**config.mk**
```make
export PLATFORM = sky130hd
export DESIGN_NAME = pam_mgmt_regs
export DESIGN_NICKNAME = d
export VERILOG_FILES = /design/src/hdl/pam_pkg.sv /design/src/hdl/pam_mgmt_regs.sv
export VERILOG_INCLUDE_DIRS = /design/src /design/src/hdl
export SDC_FILE = /design/constraint.sdc
export NUM_CORES = 1
export LEC_CHECK = 0
export ABC_AREA = 1
export BUFFER_PORTS_ARGS = -buffer_cell sky130_fd_sc_hd__buf_2
export CORE_MARGIN = 5
export CORE_UTILIZATION = 25
export DETAILED_ROUTE_END_ITERATION = 10
export SETUP_SLACK_MARGIN = 0.3
export SYNTH_ARGS = -nofsm -noshare
export SYNTH_HDL_FRONTEND = slang
export SYNTH_SLANG_ARGS = --single-unit
```
**constraint.sdc**
```tcl
create_clock -name clk -period 1.3 [get_ports clk]
set_input_delay 0.13 -clock clk [delete_from_list [all_inputs] [get_ports clk]]
set_output_delay 0.13 -clock clk [all_outputs]
set_load 0.05 [all_outputs]
```
**src/hdl/pam_regs.svh**
```systemverilog
// Register offsets, field positions and reset values of the management register bank
`ifndef PAM_REGS_SVH
`define PAM_REGS_SVH

// ****************************************************************
// Register offsets
// ****************************************************************
`define PAM_ADDR_ID_HIGH     5'h02
`define PAM_ADDR_ID_LOW      5'h03
`define PAM_ADDR_ADV         5'h04
`define PAM_ADDR_PARTNER     5'h05
`define PAM_ADDR_EXP         5'h06
`define PAM_ADDR_RSVD_LO     5'h08
`define PAM_ADDR_RSVD_HI     5'h0F
`define PAM_ADDR_VSC         5'h10

// ****************************************************************
// Field positions
// ****************************************************************
`define PAM_ADV_NP           15
`define PAM_ADV_RSVD         14
`define PAM_ADV_RF           13
`define PAM_ADV_TECH_HI      12
`define PAM_ADV_TECH_LO      5
`define PAM_ADV_SEL_HI       4
`define PAM_ADV_SEL_LO       0
`define PAM_EXP_RSVD_HI      15
`define PAM_EXP_RSVD_LO      5
`define PAM_EXP_PDF          4
`define PAM_EXP_LPNP         3
`define PAM_EXP_NP           2
`define PAM_EXP_PR           1
`define PAM_EXP_LPAN         0
`define PAM_VSC_FLOW         15
`define PAM_VSC_SPARE        14
`define PAM_VSC_CSD          13
`define PAM_VSC_TXFC         12
`define PAM_VSC_SYNC         11
`define PAM_VSC_PD100        10
`define PAM_VSC_PD10         9
`define PAM_VSC_POL          8
`define PAM_VSC_T4           2
`define PAM_VSC_SPEED        1
`define PAM_VSC_DUPLEX       0
`define PAM_VSC_RSVD_HI      7
`define PAM_VSC_RSVD_LO      3

// ****************************************************************
// Fixed and reset values
// ****************************************************************
`define PAM_SEL_IEEE         5'h01
`define PAM_WORD_ZERO        16'h0000
`define PAM_BIT_RESET        1'b0
`define PAM_TECH_RESET       8'h00

`endif

```
**src/hdl/pam_pkg.sv**
```systemverilog
// Types shared by the management register bank
package pam_pkg;

    typedef struct packed {
        logic        rd;
        logic        wr;
        logic [4:0]  addr;
        logic [15:0] wdata;
    } pam_req_t;

    typedef struct packed {
        logic [15:0] partnerWord;
        logic        partnerAck;
        logic        pageEvent;
        logic        faultEvent;
        logic        partnerNpAble;
        logic        partnerAnAble;
        logic        rxInSync;
        logic        pd100;
        logic        pd10;
        logic        polarityRev;
        logic        resT4;
        logic        resSpeed100;
        logic        resFullDuplex;
    } pam_status_t;

    typedef struct packed {
        logic        advRemoteFault;
        logic [7:0]  advTechAbility;
        logic        flowControlEn;
        logic        csDisconnectEn;
        logic        txFlowControlEn;
    } pam_ctrl_t;

endpackage

```
**src/hdl/pam_mgmt_regs.sv**
```systemverilog
// Management register bank: identifiers, negotiation registers and vendor status/control
`timescale 1ns/1ps
`default_nettype none
`include "pam_regs.svh"

// Notes on behaviour
// - Addresses 2 and 3 return fixed identifiers
// - Advertisement bit 15 reads zero, read-only
// - Advertisement bit 14 reserved, reads zero
// - Advertisement bit 13 writable remote fault
// - Advertisement bits 12:5 writable technology ability
// - Advertisement selector fixed at 00001
// - Partner register mirrors received partner page
// - Partner bit 14 shows acknowledge received
// - Expansion 15:5 and vendor 7:3 read zero
// - Parallel detection fault latches, clears on read
// - Expansion bit 3 shows partner next-page able
// - Expansion bit 2 reads zero, no next page
// - Page received latches, clears on read
// - Expansion bit 0 shows partner negotiation able
// - Addresses 8 to 15 hold no function
// - Vendor bit 15 enables flow control scheme
// - Vendor bit 13 enables carrier sense disconnect
// - Vendor bit 12 enables transmit flow control
// - Vendor bit 11 shows de-serializer in sync
// - Vendor bits 10, 9 show power-down
// - Vendor bit 8 shows reversed polarity
// - Vendor bits 2:0 show negotiated result
module pam_mgmt_regs #(
    parameter logic [15:0] ID_HIGH    = 16'h1234,  // Arbitrary value
    parameter logic [15:0] ID_LOW     = 16'h5678,  // Arbitrary value
    parameter logic [7:0]  TECH_RESET = `PAM_TECH_RESET
) (
    input  wire logic                 clk,
    input  wire logic                 rst_n,
    input  wire logic                 stationMode,
    input  wire pam_pkg::pam_req_t    req,
    input  wire pam_pkg::pam_status_t stat,
    output logic [15:0]               rdata,
    output logic                      rvalid,
    output pam_pkg::pam_ctrl_t        ctrl
);
    import pam_pkg::*;

    // ****************************************************************
    // Address decode
    // ****************************************************************
    function automatic logic isMapped(input logic [4:0] a);
        case (a)
            `PAM_ADDR_ID_HIGH,
            `PAM_ADDR_ID_LOW,
            `PAM_ADDR_ADV,
            `PAM_ADDR_PARTNER,
            `PAM_ADDR_EXP,
            `PAM_ADDR_VSC:     isMapped = 1'b1;
            default:           isMapped = 1'b0;
        endcase
    endfunction

    function automatic logic isReserved(input logic [4:0] a);
        isReserved = (a >= `PAM_ADDR_RSVD_LO) && (a <= `PAM_ADDR_RSVD_HI);
    endfunction

    logic        wrAdv;
    logic        wrVsc;
    logic        rdExp;
    logic        advRf;
    logic [7:0]  advTech;
    logic        flowEn;
    logic        vscSpare;
    logic        csdEn;
    logic        txfcEn;
    logic        strapDone;
    logic        pdFault;
    logic        pageRcvd;
    pam_status_t statReg;
    logic [15:0] advWord;
    logic [15:0] expWord;
    logic [15:0] vscWord;
    logic [15:0] next_rdata;

    // Writes reach only the two writable registers; all else is dropped
    assign wrAdv = req.wr && (req.addr == `PAM_ADDR_ADV);
    assign wrVsc = req.wr && (req.addr == `PAM_ADDR_VSC);
    assign rdExp = req.rd && (req.addr == `PAM_ADDR_EXP);

    // ****************************************************************
    // Advertisement register
    // ****************************************************************
    always_ff @(posedge clk or negedge rst_n) begin
        if (!rst_n) begin
            advRf   <= `PAM_BIT_RESET;
            advTech <= `PAM_TECH_RESET;
        end else if (!strapDone) begin
            advTech <= TECH_RESET;
        end else if (wrAdv) begin
            advRf   <= req.wdata[`PAM_ADV_RF];
            advTech <= req.wdata[`PAM_ADV_TECH_HI:`PAM_ADV_TECH_LO];
        end
    end

    // ****************************************************************
    // Vendor status and control register
    // ****************************************************************
    // Strap is caught one edge after reset release, never under reset
    always_ff @(posedge clk or negedge rst_n) begin
        if (!rst_n) begin
            strapDone <= 1'b0;
        end else begin
            strapDone <= 1'b1;
        end
    end

    always_ff @(posedge clk or negedge rst_n) begin
        if (!rst_n) begin
            flowEn   <= `PAM_BIT_RESET;
            vscSpare <= `PAM_BIT_RESET;
            csdEn    <= `PAM_BIT_RESET;
            txfcEn   <= `PAM_BIT_RESET;
        end else if (!strapDone) begin
            csdEn    <= stationMode;
        end else if (wrVsc) begin
            flowEn   <= req.wdata[`PAM_VSC_FLOW];
            vscSpare <= req.wdata[`PAM_VSC_SPARE];
            csdEn    <= req.wdata[`PAM_VSC_CSD];
            txfcEn   <= req.wdata[`PAM_VSC_TXFC];
        end
    end

    // ****************************************************************
    // Status capture and latched events
    // ****************************************************************
    always_ff @(posedge clk or negedge rst_n) begin
        if (!rst_n) begin
            statReg <= '0;
        end else begin
            statReg <= stat;
        end
    end

    // Event in the clearing cycle wins, so no page or fault is lost
    always_ff @(posedge clk or negedge rst_n) begin
        if (!rst_n) begin
            pdFault  <= `PAM_BIT_RESET;
            pageRcvd <= `PAM_BIT_RESET;
        end else begin
            pdFault  <= stat.faultEvent | (pdFault & ~rdExp);
            pageRcvd <= stat.pageEvent | (pageRcvd & ~rdExp);
        end
    end

    // ****************************************************************
    // Read words
    // ****************************************************************
    always_comb begin
        advWord = `PAM_WORD_ZERO;
        advWord[`PAM_ADV_NP] = 1'b0;
        advWord[`PAM_ADV_RSVD] = 1'b0;
        advWord[`PAM_ADV_RF] = advRf;
        advWord[`PAM_ADV_TECH_HI:`PAM_ADV_TECH_LO] = advTech;
        advWord[`PAM_ADV_SEL_HI:`PAM_ADV_SEL_LO] = `PAM_SEL_IEEE;
    end

    always_comb begin
        expWord = `PAM_WORD_ZERO;
        expWord[`PAM_EXP_PDF] = pdFault;
        expWord[`PAM_EXP_LPNP] = statReg.partnerNpAble;
        expWord[`PAM_EXP_NP] = 1'b0;
        expWord[`PAM_EXP_PR] = pageRcvd;
        expWord[`PAM_EXP_LPAN] = statReg.partnerAnAble;
    end

    always_comb begin
        vscWord = `PAM_WORD_ZERO;
        vscWord[`PAM_VSC_FLOW] = flowEn;
        vscWord[`PAM_VSC_SPARE] = vscSpare;
        vscWord[`PAM_VSC_CSD] = csdEn;
        vscWord[`PAM_VSC_TXFC] = txfcEn;
        vscWord[`PAM_VSC_SYNC] = statReg.rxInSync;
        vscWord[`PAM_VSC_PD100] = statReg.pd100;
        vscWord[`PAM_VSC_PD10] = statReg.pd10;
        vscWord[`PAM_VSC_POL] = statReg.polarityRev;
        vscWord[`PAM_VSC_T4] = statReg.resT4;
        vscWord[`PAM_VSC_SPEED] = statReg.resSpeed100;
        vscWord[`PAM_VSC_DUPLEX] = statReg.resFullDuplex;
    end

    // ****************************************************************
    // Read multiplexer
    // ****************************************************************
    always_comb begin
        next_rdata = `PAM_WORD_ZERO;
        case (req.addr)
            `PAM_ADDR_ID_HIGH: begin
                next_rdata = ID_HIGH;
            end
            `PAM_ADDR_ID_LOW: begin
                next_rdata = ID_LOW;
            end
            `PAM_ADDR_ADV: begin
                next_rdata = advWord;
            end
            `PAM_ADDR_PARTNER: begin
                next_rdata = statReg.partnerWord;
                next_rdata[`PAM_ADV_RSVD] = statReg.partnerAck;
            end
            `PAM_ADDR_EXP: begin
                next_rdata = expWord;
            end
            `PAM_ADDR_VSC: begin
                next_rdata = vscWord;
            end
            default: begin
                next_rdata = `PAM_WORD_ZERO;
            end
        endcase
    end

    // Read data is registered so the word is stable for the serial shifter
    always_ff @(posedge clk or negedge rst_n) begin
        if (!rst_n) begin
            rdata  <= `PAM_WORD_ZERO;
            rvalid <= 1'b0;
        end else begin
            rvalid <= req.rd;
            if (req.rd) begin
                rdata <= next_rdata;
            end
        end
    end

    assign ctrl.advRemoteFault  = advRf;
    assign ctrl.advTechAbility  = advTech;
    assign ctrl.flowControlEn   = flowEn;
    assign ctrl.csDisconnectEn  = csdEn;
    assign ctrl.txFlowControlEn = txfcEn;

    // ****************************************************************
    // Assertions
    // ****************************************************************
    property p_id_high;
        @(posedge clk) disable iff (!rst_n)
        req.rd && (req.addr == `PAM_ADDR_ID_HIGH) |=> rvalid && (rdata == ID_HIGH);
    endproperty
    a_id_high: assert property (p_id_high) else $error("identifier high wrong");

    property p_id_low;
        @(posedge clk) disable iff (!rst_n)
        req.rd && (req.addr == `PAM_ADDR_ID_LOW) |=> rvalid && (rdata == ID_LOW);
    endproperty
    a_id_low: assert property (p_id_low) else $error("identifier low changed");

    property p_adv_fixed;
        @(posedge clk) disable iff (!rst_n)
        req.rd && (req.addr == `PAM_ADDR_ADV)
            |=> (rdata[15:14] == 2'b00) && (rdata[4:0] == `PAM_SEL_IEEE);
    endproperty
    a_adv_fixed: assert property (p_adv_fixed) else $error("fixed adv bits wrong");

    property p_adv_write;
        @(posedge clk) disable iff (!rst_n)
        wrAdv && strapDone |=> (ctrl.advRemoteFault == $past(req.wdata[13]))
            && (ctrl.advTechAbility == $past(req.wdata[12:5]));
    endproperty
    a_adv_write: assert property (p_adv_write) else $error("adv write lost");

    property p_partner;
        @(posedge clk) disable iff (!rst_n)
        req.rd && (req.addr == `PAM_ADDR_PARTNER)
            |=> (rdata[13:0] == $past(statReg.partnerWord[13:0]))
            && (rdata[14] == $past(statReg.partnerAck));
    endproperty
    a_partner: assert property (p_partner) else $error("partner word wrong");

    property p_fault_hold;
        @(posedge clk) disable iff (!rst_n)
        stat.faultEvent ##1 !rdExp [*2] |=> pdFault;
    endproperty
    a_fault_hold: assert property (p_fault_hold) else $error("fault not held");

    property p_fault_clear;
        @(posedge clk) disable iff (!rst_n)
        rdExp && pdFault ##0 !stat.faultEvent |=> (rdata[4] == 1'b1) && !pdFault;
    endproperty
    a_fault_clear: assert property (p_fault_clear) else $error("fault not cleared");

    property p_page_setwins;
        @(posedge clk) disable iff (!rst_n)
        rdExp && stat.pageEvent |=> pageRcvd;
    endproperty
    a_page_setwins: assert property (p_page_setwins) else $error("page event lost");

    property p_page_clear;
        @(posedge clk) disable iff (!rst_n)
        rdExp && pageRcvd ##0 !stat.pageEvent |=> rdata[`PAM_EXP_PR] && !pageRcvd;
    endproperty
    a_page_clear: assert property (p_page_clear) else $error("page not cleared");

    property p_exp_zero;
        @(posedge clk) disable iff (!rst_n)
        req.rd && (req.addr == `PAM_ADDR_EXP) |=> (rdata[15:5] == 11'h000) && !rdata[2];
    endproperty
    a_exp_zero: assert property (p_exp_zero) else $error("expansion reserved set");

    property p_exp_status;
        @(posedge clk) disable iff (!rst_n)
        req.rd && (req.addr == `PAM_ADDR_EXP)
            |=> (rdata[`PAM_EXP_LPNP] == $past(statReg.partnerNpAble))
            && (rdata[`PAM_EXP_LPAN] == $past(statReg.partnerAnAble));
    endproperty
    a_exp_status: assert property (p_exp_status) else $error("partner bits wrong");

    property p_vsc_write;
        @(posedge clk) disable iff (!rst_n)
        wrVsc && strapDone |=> (flowEn == $past(req.wdata[15])) && (csdEn == $past(req.wdata[13]))
            && (txfcEn == $past(req.wdata[12]));
    endproperty
    a_vsc_write: assert property (p_vsc_write) else $error("vendor write lost");

    property p_vsc_status;
        @(posedge clk) disable iff (!rst_n)
        req.rd && (req.addr == `PAM_ADDR_VSC)
            |=> (rdata[7:3] == 5'h00) && (rdata[2:0] == $past({statReg.resT4,
                statReg.resSpeed100, statReg.resFullDuplex}));
    endproperty
    a_vsc_status: assert property (p_vsc_status) else $error("vendor status wrong");

    property p_vsc_levels;
        @(posedge clk) disable iff (!rst_n)
        req.rd && (req.addr == `PAM_ADDR_VSC)
            |=> (rdata[`PAM_VSC_SYNC:`PAM_VSC_POL] == $past({statReg.rxInSync,
                statReg.pd100, statReg.pd10, statReg.polarityRev}));
    endproperty
    a_vsc_levels: assert property (p_vsc_levels) else $error("vendor levels wrong");

    property p_unmapped;
        @(posedge clk) disable iff (!rst_n)
        req.rd && !isMapped(req.addr) |=> rvalid && (rdata == `PAM_WORD_ZERO);
    endproperty
    a_unmapped: assert property (p_unmapped) else $error("unmapped read not zero");

    property p_strap;
        @(posedge clk) disable iff (!rst_n)
        !strapDone |=> csdEn == $past(stationMode);
    endproperty
    a_strap: assert property (p_strap) else $error("disconnect default wrong");

    c_fault_read: cover property (@(posedge clk) disable iff (!rst_n) rdExp && pdFault);
    c_vsc_write: cover property (@(posedge clk) disable iff (!rst_n) wrVsc ##2 req.rd);
    c_rsvd_read: cover property (@(posedge clk) disable iff (!rst_n)
        req.rd && isReserved(req.addr));
    c_set_clear: cover property (@(posedge clk) disable iff (!rst_n)
        rdExp && stat.pageEvent);

endmodule
`default_nettype wire

```
# After elaboration in Yosys (flattened, before gate mapping)

Cells that the tools add are included.

Register bits after elaboration: 59
Word-level logic and storage cells: 45
Bits of input ports: 54
Output and inout bits: 29

Eq/ne operators: 8
Muxes and demuxes: 5
Bitwise logic cells: 5
Reductions and logical operators: 5

Operators by type and width:

| cell                 | number |
|---|---|
| $pmux W16 S6         | 1 |
| $mux W8              | 2 |
| $eq A5 B3 Y1 const B | 3 |
| $eq A5 B2 Y1 const B | 2 |
| $eq A5 B5 Y1 const B | 1 |
| $ne A2 B2 Y1 const B | 2 |
| $reduce_and A2 Y1    | 2 |
| $logic_and A1 B1 Y1  | 3 |
| $and A1 B1 Y1        | 2 |
| $mux W1              | 2 |
| $or A1 B1 Y1         | 2 |
| $not A1 Y1           | 1 |

# Logic depth before layout (Yosys ltp)

Gate-level depths: netlist of run 1.

Word-level depth: 5
Gate-level depth with buffers: 8
Mapped depth without buffers: 8

# Worst setup path after synthesis of run 1

No wires, ideal clock.

Kind: reg2reg
Start point: register advTech[4]
End point: register rdata[9]
Cell stages (with the launch flop): 5
Clock period less this slack: 1085 ps
Arrival time: 962 ps
Setup time: 123 ps
Path slack: 215 ps
Data required time: 1177 ps
Path buffers: 0
Path through: dfrtp_1 nand4_1 nand2_1 o21ai_0 nand2_1

Word-level cells in the longest chain between the ends: 1

RTL lines:

| item                   | RTL line             | text |
|---|---|---|
| from (decl)            | pam_mgmt_regs.sv:68  | `logic [7:0] advTech;` |
| from (signal assigned) | pam_mgmt_regs.sv:93  | `` advTech <= `PAM_TECH_RESET; `` |
| from (signal assigned) | pam_mgmt_regs.sv:98  | `` advTech <= req.wdata[`PAM_ADV_TECH_HI:`PAM_ADV_TECH_LO]; `` |
| $pmux W16 S6           | pam_mgmt_regs.sv:193 | `case (req.addr)` |
| to (signal assigned)   | pam_mgmt_regs.sv:222 | `` rdata <= `PAM_WORD_ZERO; `` |
| to (signal assigned)   | pam_mgmt_regs.sv:227 | `rdata <= next_rdata;` |
| to (decl)              | pam_mgmt_regs.sv:39  | `output logic [15:0] rdata,` |

Every way passes these cells.
A chain may end at the register's enable or synchronous reset.

# Worst setup path in the final report of run 1

Start point: register advTech[5]
End point: output ctrl[8] (netlist bit)

RTL lines:

| item      | RTL line            | text |
|---|---|---|
| to (decl) | pam_mgmt_regs.sv:41 | `output pam_pkg::pam_ctrl_t ctrl` |

No word-level cell between the ends.

==> key figures, run 1 <==
Run status
  – Status: finished clean

Yosys
  – Cells after Synth: approximately 250
  – Synth Area per Inst: ~9.4 um^2
  – Unique masters post-synth: 23
  – Most frequent cells after synthesis: nand2_1, dfrtp_1, nand3_1
  – Synth top area cells: dfrtp_1, nand2_1, nand3_1
  – Post-synth EDFFs: 0
  – Count leader, synth: nand2_1
  – Top FF cell, synth: dfrtp_1
  – Register area share after synthesis: 61.3%
  – Ys async rst share: 100%
  – Post-Syn Nets: slightly above 300
  – Syn. warnings: 0
  – Top cell type's share of synthesized area: between 60% and 70%
  – Leading area contributor after synthesis: dfrtp_1
  – Post-synthesis cell area: about 2400 um^2
  – Register bit total from synthesis: 58

Global routing
  – First-pass GRT wire length: between 10,000 and 15,000 um
  – Initial antenna violation count: 0
  – Largest net degree at the start of global routing: 47
  – GRT Total Usage: between 10% and 20%
  – GRT Residual Overflow: 0
  – Vias in the first global route: about 2,300

Clocking
  – Clk_lat worst skew: between 300 and 400 ps
  – CTS buffer count: 9
  – Clock-pin slew on the worst setup and hold paths: ~60 ps
  – CTS sink cnt: 58
  – Root buf cell: clkbuf_8
  – Clk buf depth: 2
  – CTS tree: built
  – Max H-tree Level: 3

Hold path
  – Hold depth: 3
  – Hold Path Class: in -> reg

Route
  – Vias post-DR: between 2,000 and 2,500
  – Met2 Wirelength: between 3000 and 4000 um
  – Antenna Nets Post-Route: 0
  – Remaining DRCs: 0
  – Initial drt markers: between 70 and 80
  – Wire per inst: 13.7 um
  – Pre-Repair DR Iteration Count: 4
  – Met3 Routed Length: ~300 um
  – Vias/cell: around 4.1
  – WL met1: ~3400 um
  – Final WL: around 7300 um
  – Top routing layer in use: met4

STA
  – Final setup violation count: 0
  – Fin. Hold Viols: 0
  – Fmax: 948 MHz
  – RSZ-0062 raised after global routing: true
  – Minimum clock period: ~1100 ps
  – Final Slew Violations: 0
  – Final Cycle Share: between 80% and 90%
  – Hold Slack: 44.0 ps
  – Final worst slack: between 200 and 250 ps
  – Clk_skew: about 4.6 ps
  – Setup TNS: 0 ps

Setup path
  – Kind of end point of the critical path: output port
  – CP max stage delay: about 440 ps
  – Cell Chain, Critical Path: buf_6
  – Setup crit start kind: flop
  – Crit-path max FO: 3
  – CP max stage cell: dfrtp_2
  – CP required: 1170 ps
  – Crit-path leading delay family: flip-flops
  – Critical path class: reg -> out
  – Worst R2R Path Depth: 4
  – Critical path depth: 1
  – CP Data Arrival Time: ~920 ps
  – Buffers & Inverters on Critical Path: 1

Power
  – PwrDens: 1030 nW/um^2
  – Leakage: between 2 and 2.5 nW
  – Power Total: around 4 mW
  – Max VDD drop: 0.000456 V

Layout
  – Layout area overhead: 63.3%
  – Ant. Diodes: 0
  – Utilization after layout: 41.8%
  – Share of cells above drive strength 1: a little over a third
  – Final net count: about 460

Die
  – Horiz. Die Dim: roughly 110 um
  – Site Rows: 35
  – I/O Pins: 83
  – Total Die Area: 11,500 um^2
  – Initial Utilization: between 20 and 30%
  – Core area: around 9200 um^2
  – Chip height: about 110 um

Flow run
  – Max Cap Viol: 0

Place
  – Place WS: around 66 ps
  – GPL Wtd Cong: just over 0.8
  – Placed wire-length estimate: roughly 4900 um
  – # port buffers: 76
## stage by stage
| step | std cells | cell area (um^2) |
|---|---|---|
| after floorplan | 251 | 2370 |
| after global placement | 461 | 2980 |
| after detailed placement | 461 | 2980 |
| after CTS | 527 | 3810 |
| after global routing | 534 | 3860 |
| final | 534 | 3860 |
## what timing repair did
| action | CTS | global route |
|---|---|---|
| resized for setup | 60 | 3 |
| endpoints found under the hold margin | 47 | 1 |
| hold buffers | 36 | 1 |
| endpoints found under the setup margin | 38 | 40 |
| setup buffers | 17 | 6 |
| gates cloned | 0 | 0 |
## cells by family after synthesis
kind of cell | count (synthesis) | synth area share [%]
compound gates | 8 | 2.11
simple gates | 160 | 31.6
flops | 58 | 61.3
other cells | 1 | 0.158
buf+inv | 24 | 4.81
## area by class of cell
class / count / area, um^2
Timing Repair Buffer: 151 / 1230
Fill cell: 908 / 5380
Multi-Input combinational cell: 169 / 805
Tap cell: 129 / 161
Sequential cell: 58 / 1460
Clock buffer: 13 / 159
Inverter: 14 / 52.6
## cell usage in the layout, fill, tap and decap left out, types with 3 or more instances in the layout
| master | count |
|---|---|
| nand2_1 | 97 |
| nand4_1 | 6 |
| dlygate4sd3_1 | 37 |
| dfrtp_2 | 5 |
| o21ai_1 | 3 |
| buf_6 | 29 |
| nor2_8 | 3 |
| clkbuf_8 | 11 |
| nor2_2 | 4 |
| buf_2 | 47 |
| buf_4 | 37 |
| dfrtp_1 | 53 |
| nand3_1 | 43 |
| inv_1 | 11 |
## tightest hold or removal path: stages
cell,delay (ps)
buf_2,80
nand3_1,70
nand2_1,60
## worst paths after layout
path / start / end / slack [ps]
max: advTech[5] / ctrl[8] / 250
min: req[15] / flowEn / 40
max reg2reg: advTech[5] / rdata[10] / 350
min reg2reg: vscSpare / vscSpare / 490
max in group asynchronous: rst_n / advTech[5] / 500
min in group asynchronous: rst_n / rdata[6] / 240
## power by group
part	internal, mW	switching, mW	leakage, nW
Sequential	1.89	0.0490	0.722
Clock	0.766	0.635	0.0815
Combinational	0.295	0.356	1.27
## sequential cells by signal, indices dropped and copies added, names as in the netlist
| register | flops |
|---|---|
| advRf | 1 |
| statReg | 23 |
| pageRcvd | 1 |
| expWord | 2 |
| strapDone | 1 |
| pdFault | 1 |
| rdata | 16 |
| flowEn | 1 |
| rvalid | 1 |
| vscSpare | 1 |
| csdEn | 1 |
| advTech | 8 |
| txfcEn | 1 |
## per-layer routing
layer	global-route usage (%)	vias up
li1	-	1112
met1	16.2	1029
met2	22.4	61
met3	4.98	4
met4	3.84	0
met5	0	-
(Power assumes the default switching activity.)
==> run 2: changes to the inputs <==
clock period = 1.1 ns   (was 1.3 ns; I/O delays follow)
==> run 2 against run 1 <==
Against the previous run: cell count grew 3.2%; total power grew 23%; utilization is 4.3 points higher; critical endpoint is now rdata[10]; register-to-register slack got worse by 310 ps; routed wire length increased by 9.0%; flip-flop and latch count unchanged; cell area grew 10%; sequential share of layout area is 3.1 points lower; worst setup slack worse by 210 ps; via count increased by 4.9%; largest power group unchanged; non-clock buffer count rose by 13.
==> key figures, run 2 (same netlist as run 1, synthesis figures left out) <==
Run status
  – Status: finished clean (unchanged)

Layout
  – Layout area overhead: 79.9% (was 63.3%)
  – Largest Register: statReg (unchanged)
  – Most common cell after layout, fill and taps aside: nand2_1 (unchanged)
  – Final std cells w/o fill: 551 (was 534)
  – Share of cells above drive strength 1: 49.3% (was 35.3%)
  – Largest register FFs: 23 (unchanged)
  – Fillcell total: 861 (was 908)
  – Biggest regs: statReg x23, rdata x16, advTech x8 (unchanged)
  – Most frequent cells in the layout: nand2_1, buf_2, buf_6 (was nand2_1, dfrtp_1, buf_2)
  – Final net count: 471 (was 457)
  – Ant. Diodes: 0 (unchanged)

STA
  – Final Cycle Share: between 90 and 100%
  – Final worst slack: 35.3 ps (was 245 ps)
  – Clk_skew: 7.02 ps (was 4.65 ps)
  – Fin. Hold Viols: 0 (unchanged)
  – Minimum clock period: about 1100 ps
  – RSZ-0062 raised after global routing: true (unchanged)
  – Final setup violation count: 0 (unchanged)
  – Fmax: 939 MHz
  – Final Slew Violations: 0 (unchanged)

Die
  – Horiz. Die Dim: 107 um (unchanged)
  – Total Die Area: 11,500 um^2 (unchanged)
  – Core area: 9240 um^2 (unchanged)
  – Initial Utilization: 25.6% (unchanged)
  – Site Rows: 35 (unchanged)
  – Chip height: 107 um (unchanged)
  – I/O Pins: 83 (unchanged)

Global routing
  – Largest net degree at the start of global routing: 59 (was 47)
  – First-pass GRT wire length: 12,400 um (was 11,600 um)
  – Vias in the first global route: 2,423 (was 2,316)
  – GRT Residual Overflow: 0 (unchanged)
  – Initial antenna violation count: 0 (unchanged)
  – GRT Total Usage: 14.3% (was 13.4%)

Setup path
  – Critical path class: reg -> reg (was reg -> out)
  – FF-to-FF End: rdata[10] (unchanged)
  – Worst R2R Setup Slack: 40 ps (was 350 ps)
  – Kind of end point of the critical path: flop (was output port)
  – CP required: 1330 ps (was 1170 ps)
  – CP Data Arrival Time: 1290 ps (was 920 ps)
  – Setup crit start kind: flop (unchanged)
  – Reg2Reg Launch Point: advTech[5] (unchanged)
  – Worst R2R Path Depth: 5 (was 4)
  – Crit-path max FO: 2 (was 3)

Route
  – Remaining DRCs: 0 (unchanged)
  – Initial drt markers: 81 (was 77)
  – Vias/cell: 4.20 (was 4.13)
  – Antenna Nets Post-Route: 0 (unchanged)
  – Pre-Repair DR Iteration Count: 4 (unchanged)
  – Vias post-DR: 2,313 (was 2,206)
  – Wire per inst: 14.4 um (was 13.7 um)
  – Final WL: 7950 um (was 7290 um)

Power
  – Leakage: 2.21 nW (was 2.08 nW)
  – PwrDens: 1150 nW/um^2 (was 1030 nW/um^2)
  – Max VDD drop: 0.000504 V (was 0.000456 V)

Place
  – # port buffers: 76 (unchanged)
  – GPL Wtd Cong: 0.797 (was 0.810)
  – Dpl cells: 466 (was 461)
  – Place WS: -15.5 ps (was 65.6 ps)
  – Placed wire-length estimate: 5000 um (was 4940 um)

Clocking
  – Root buf cell: clkbuf_8 (unchanged)
  – Clk buf depth: 2 (unchanged)
  – Max H-tree Level: 3 (unchanged)
  – Clk_lat worst skew: 340 ps (was 330 ps)
  – CTS tree: built (unchanged)
  – Clock-pin slew on the worst setup and hold paths: 70 ps (was 60 ps)
  – CTS buffer count: 9 (unchanged)
  – CTS sink cnt: 58 (unchanged)

Hold path
  – Hold_sp: req[22] (was req[15])
  – WHS Endpoint: pdFault (was flowEn)
  – Hold Path Class: in -> reg (unchanged)
  – Hold depth: 4 (was 3)

Flow run
  – Max Cap Viol: 0 (unchanged)
==> run 2: cell count changes in the layout (fill, tap and decap cells not counted), moves of 8 or more <==
cell | before | now
buf_4 | 37 | 29
buf_6 | 29 | 45
dfrtp_1 | 53 | 41
dfrtp_2 | 5 | 17
nand2_1 | 97 | 83
nand2_2 | 2 | 13
nand3_1 | 43 | 26
nand3_2 | 0 | 17
==> run 2: worst max-delay path, cell delays in order, from the launching register on <==
cell and delay (ps):
dfrtp_2 420, buf_6 130, nand4_1 70, nand2_1 70
o21ai_1 180, nand2_1 80
==> run 2: layout make-up <==
| cell class | count | area (um^2) | area share (%) |
|---|---|---|---|
| Sequential cell | 58 | 1470 | 34.6 |
| Timing Repair Buffer | 164 | 1410 | 33.1 |
| Multi-Input combinational cell | 170 | 981 | 23.0 |
| Tap cell | 129 | 161 | 3.79 |
| Clock buffer | 11 | 141 | 3.32 |
| Inverter | 14 | 62.6 | 1.47 |
| Clock inverter | 5 | 30.0 | 0.705 |
==> run 2: how the worst max path moves through the flow <==
stage	startpoint	to	slack (ps)	cells past startpoint
after floorplan	advTech[5]	rdata[10]	180	4
after global placement	req[19]	rdata[6]	-2	8
after detailed placement	req[19]	txfcEn	-20	7
after CTS	flowEn	ctrl[2]	20	1
after global routing	flowEn	ctrl[2]	4	1
final	advTech[5]	rdata[10]	40	5
==> run 2: timing repair <==
action / in CTS / in global routing
setup endpoints to repair: 48 / 58
resized for setup: 81 / 31
buffers inserted: 22 / 6
gates cloned: 1 / 0
endpoints found under the hold margin: 97 / 0
pin swaps: 16 / 12
hold buffers: 40 / 0
==> run 2: power by group <==
group	switching [mW]	leakage, nW	internal, mW
Clock	0.871	0.0851	0.865
Sequential	0.0625	0.703	2.23
Combinational	0.468	1.43	0.400
Total	1.40	2.21	3.50
==> run 2: stage by stage <==
| stage | area [um^2] | setup TNS, ps | utilization (%) | power, mW | hold slack [ps] |
|---|---|---|---|---|---|
| 2_1_floorplan | 2450 | 0 | - | 2.65 | -186 |
| 3_3_place_gp | 3080 | -1.65 | 33.4 | 2.91 | 137 |
| 3_5_place_dp | 3080 | -80.4 | 33.4 | 2.92 | 143 |
| 4_1_cts | 4100 | 0 | 44.4 | 4.93 | 98.5 |
| 5_1_grt | 4260 | 0 | 46.1 | 5.13 | 125 |
| 6_report | 4260 | 0 | 46.1 | 4.90 | 116 |
==> run 2: routing by layer <==
metal	global-route usage [%]	up-vias	part of all wire, %
li1	-	1144	-
met3	4.62	15	4.1
met5	0	-	0
met4	3.84	0	1.7
met2	24.4	57	50
met1	17.3	1097	44
==> run 3: changes to the inputs <==
clock period = 1.25 ns   (was 1.1 ns; I/O delays follow)
==> run 3 against run 2 <==
Against the previous run: cell area decreased by 6.3%; die area did not move; first-iteration DRC count up 28%; combinational power down 19%; cell count decreased by 1.6%; utilization is 2.9 points lower; via count shrank 2.5%; register-to-register slack improved by 210 ps; sequential power shrank 13%; clock skew decreased by 2.9 ps; routed wire length is 8.7% lower; sequential share of layout area increased by 2.1 points; critical path type is now reg -> out; largest cell class unchanged; highest routed layer unchanged.
==> key figures, run 3 (same netlist as run 1, synthesis figures left out) <==
STA
  – Final Slew Violations: 0 (unchanged)
  – Final setup violation count: 0 (unchanged)
  – Fmax: 953 MHz
  – Fin. Hold Viols: 0 (unchanged)
  – Final worst slack: 201 ps (was 35.3 ps)
  – Final Cycle Share: a little over four fifths
  – RSZ-0062 raised after global routing: true (unchanged)
  – Clk_skew: 4.15 ps (was 7.02 ps)
  – Hold Slack: 36.9 ps (was 116 ps)
  – Setup TNS: 0 ps (unchanged)
  – Minimum clock period: between 1000 and 1500 ps

Run status
  – Status: finished clean (unchanged)

Clocking
  – CTS sink cnt: 58 (unchanged)
  – Clock-pin slew on the worst setup and hold paths: 60 ps (was 70 ps)
  – Max H-tree Level: 3 (unchanged)
  – Clk buf depth: 2 (unchanged)
  – CTS tree: built (unchanged)
  – Root buf cell: clkbuf_8 (unchanged)
  – CTS buffer count: 9 (unchanged)
  – Clk_lat worst skew: 330 ps (was 340 ps)

Layout
  – Most common cell after layout, fill and taps aside: nand2_1 (unchanged)
  – Largest Register: statReg (unchanged)
  – Ant. Diodes: 0 (unchanged)
  – Area of the multi-input gates: 850 um^2 (was 981 um^2)
  – Final net count: 464 (was 471)
  – Final std cells w/o fill: 542 (was 551)
  – Design Area, Final: 3990 um^2 (was 4260 um^2)
  – Register Area: 1460 um^2 (was 1470 um^2)
  – Layout area overhead: 68.7% (was 79.9%)
  – Largest register FFs: 23 (unchanged)
  – Most frequent cells in the layout: nand2_1, dfrtp_1, buf_2 (was nand2_1, buf_2, buf_6)
  – Biggest regs: statReg x23, rdata x16, advTech x8 (unchanged)
  – Utilization after layout: 43.2% (was 46.1%)
  – Share of cells above drive strength 1: 39.7% (was 49.3%)
  – Fillcell total: 911 (was 861)

Setup path
  – Kind of end point of the critical path: output port (was flop)
  – Worst R2R Setup Slack: 250 ps (was 40 ps)
  – Buffers & Inverters on Critical Path: 1 (unchanged)
  – Crit-path max FO: 2 (unchanged)
  – CP max stage cell: dfrtp_2 (unchanged)
  – Critical path class: reg -> out (was reg -> reg)
  – Cell Chain, Critical Path: buf_6 (was buf_6 -> nand4_1 -> nand2_1 -> o21ai_1 -> nand2_1)
  – Crit-path leading delay family: flip-flops (unchanged)
  – CP required: 1120 ps (was 1330 ps)
  – CP max stage delay: 430 ps (was 420 ps)
  – CP Data Arrival Time: 920 ps (was 1290 ps)
  – Setup crit start kind: flop (unchanged)

Global routing
  – Initial antenna violation count: 0 (unchanged)
  – Largest net degree at the start of global routing: 43 (was 59)
  – Vias in the first global route: 2,289 (was 2,423)
  – GRT Total Usage: 13.3% (was 14.3%)
  – First-pass GRT wire length: 11,600 um (was 12,400 um)
  – GRT Residual Overflow: 0 (unchanged)

Die
  – I/O Pins: 83 (unchanged)
  – Total Die Area: 11,500 um^2 (unchanged)
  – Chip height: 107 um (unchanged)
  – Initial Utilization: 25.6% (unchanged)
  – Site Rows: 35 (unchanged)
  – Core area: 9240 um^2 (unchanged)
  – Horiz. Die Dim: 107 um (unchanged)

Route
  – Wire per inst: 13.4 um (was 14.4 um)
  – Pre-Repair DR Iteration Count: 4 (unchanged)
  – Vias/cell: 4.16 (was 4.20)
  – Vias post-DR: 2,255 (was 2,313)
  – Final WL: 7250 um (was 7950 um)
  – Initial drt markers: 104 (was 81)
  – Remaining DRCs: 0 (unchanged)
  – Antenna Nets Post-Route: 0 (unchanged)

Place
  – Placed wire-length estimate: 5000 um (about the same)
  – Dpl cell area: 3020 um^2 (was 3080 um^2)
  – # port buffers: 76 (unchanged)
  – Place WS: 29.9 ps (was -15.5 ps)
  – GPL Wtd Cong: 0.803 (was 0.797)
  – Dpl cells: 462 (was 466)

Hold path
  – Hold Path Class: in -> reg (unchanged)

Power
  – PwrDens: 1020 nW/um^2 (was 1150 nW/um^2)
  – Power Total: 4.09 mW (was 4.90 mW)
  – Leakage: 2.15 nW (was 2.21 nW)
  – Max VDD drop: 0.000534 V (was 0.000504 V)

Flow run
  – Max Cap Viol: 0 (unchanged)
==> run 3: changes by cell type in the layout (fill, tap and decap cells not counted), sizes merged <==
cell and change:
buf -3, dlygate4sd3 -3, clkbuf +2, clkinv -2, clkinvlp -2, nor2 -1
==> run 3: worst paths after layout <==
path                            start    endpoint  depth (start not counted)
min                           req[15]      flowEn                          3
max reg2reg                advTech[7]   rdata[12]                          5
min reg2reg                  vscSpare    vscSpare                          2
max                            flowEn     ctrl[2]                          1
max in group asynchronous       rst_n  advTech[3]                          3
min in group asynchronous       rst_n  advTech[5]                          3
==> run 3: area by class of cell <==
class | instances | area share, %
clock buffer | 13 | 3.48
clock inverter | 1 | 0.125
inverter | 14 | 1.32
timing repair buffer | 158 | 33.1
tap | 129 | 4.04
sequential | 58 | 36.6
multi-input combinational | 169 | 21.3
==> run 3: metal layers <==
layer | track usage [%] | vias up | share of wire, %
li1 | - | 1124 | -
met1 | 16.5 | 1050 | 44
met2 | 21.7 | 70 | 48
met3 | 4.80 | 11 | 6.7
met4 | 3.74 | 0 | 1.6
met5 | 0 | - | 0
==> run 3: timing repair <==
| item | 4_1_cts | 5_1_grt |
|---|---|---|
| endpoints found under the setup margin | 41 | 40 |
| pin swaps | 0 | 3 |
| hold endpoints to repair | 94 | 0 |
| buffers inserted | 21 | 8 |
| hold buffers | 37 | 0 |
| gates resized for setup | 60 | 17 |
==> run 3: power by group <==
part / leakage [nW] / switching [mW] / internal, mW / total [mW]
registers: 0.715 / 0.0492 / 1.97 / 2.01
clock network: 0.0733 / 0.673 / 0.696 / 1.37
logic: 1.36 / 0.379 / 0.325 / 0.704
total: 2.15 / 1.10 / 2.99 / 4.09
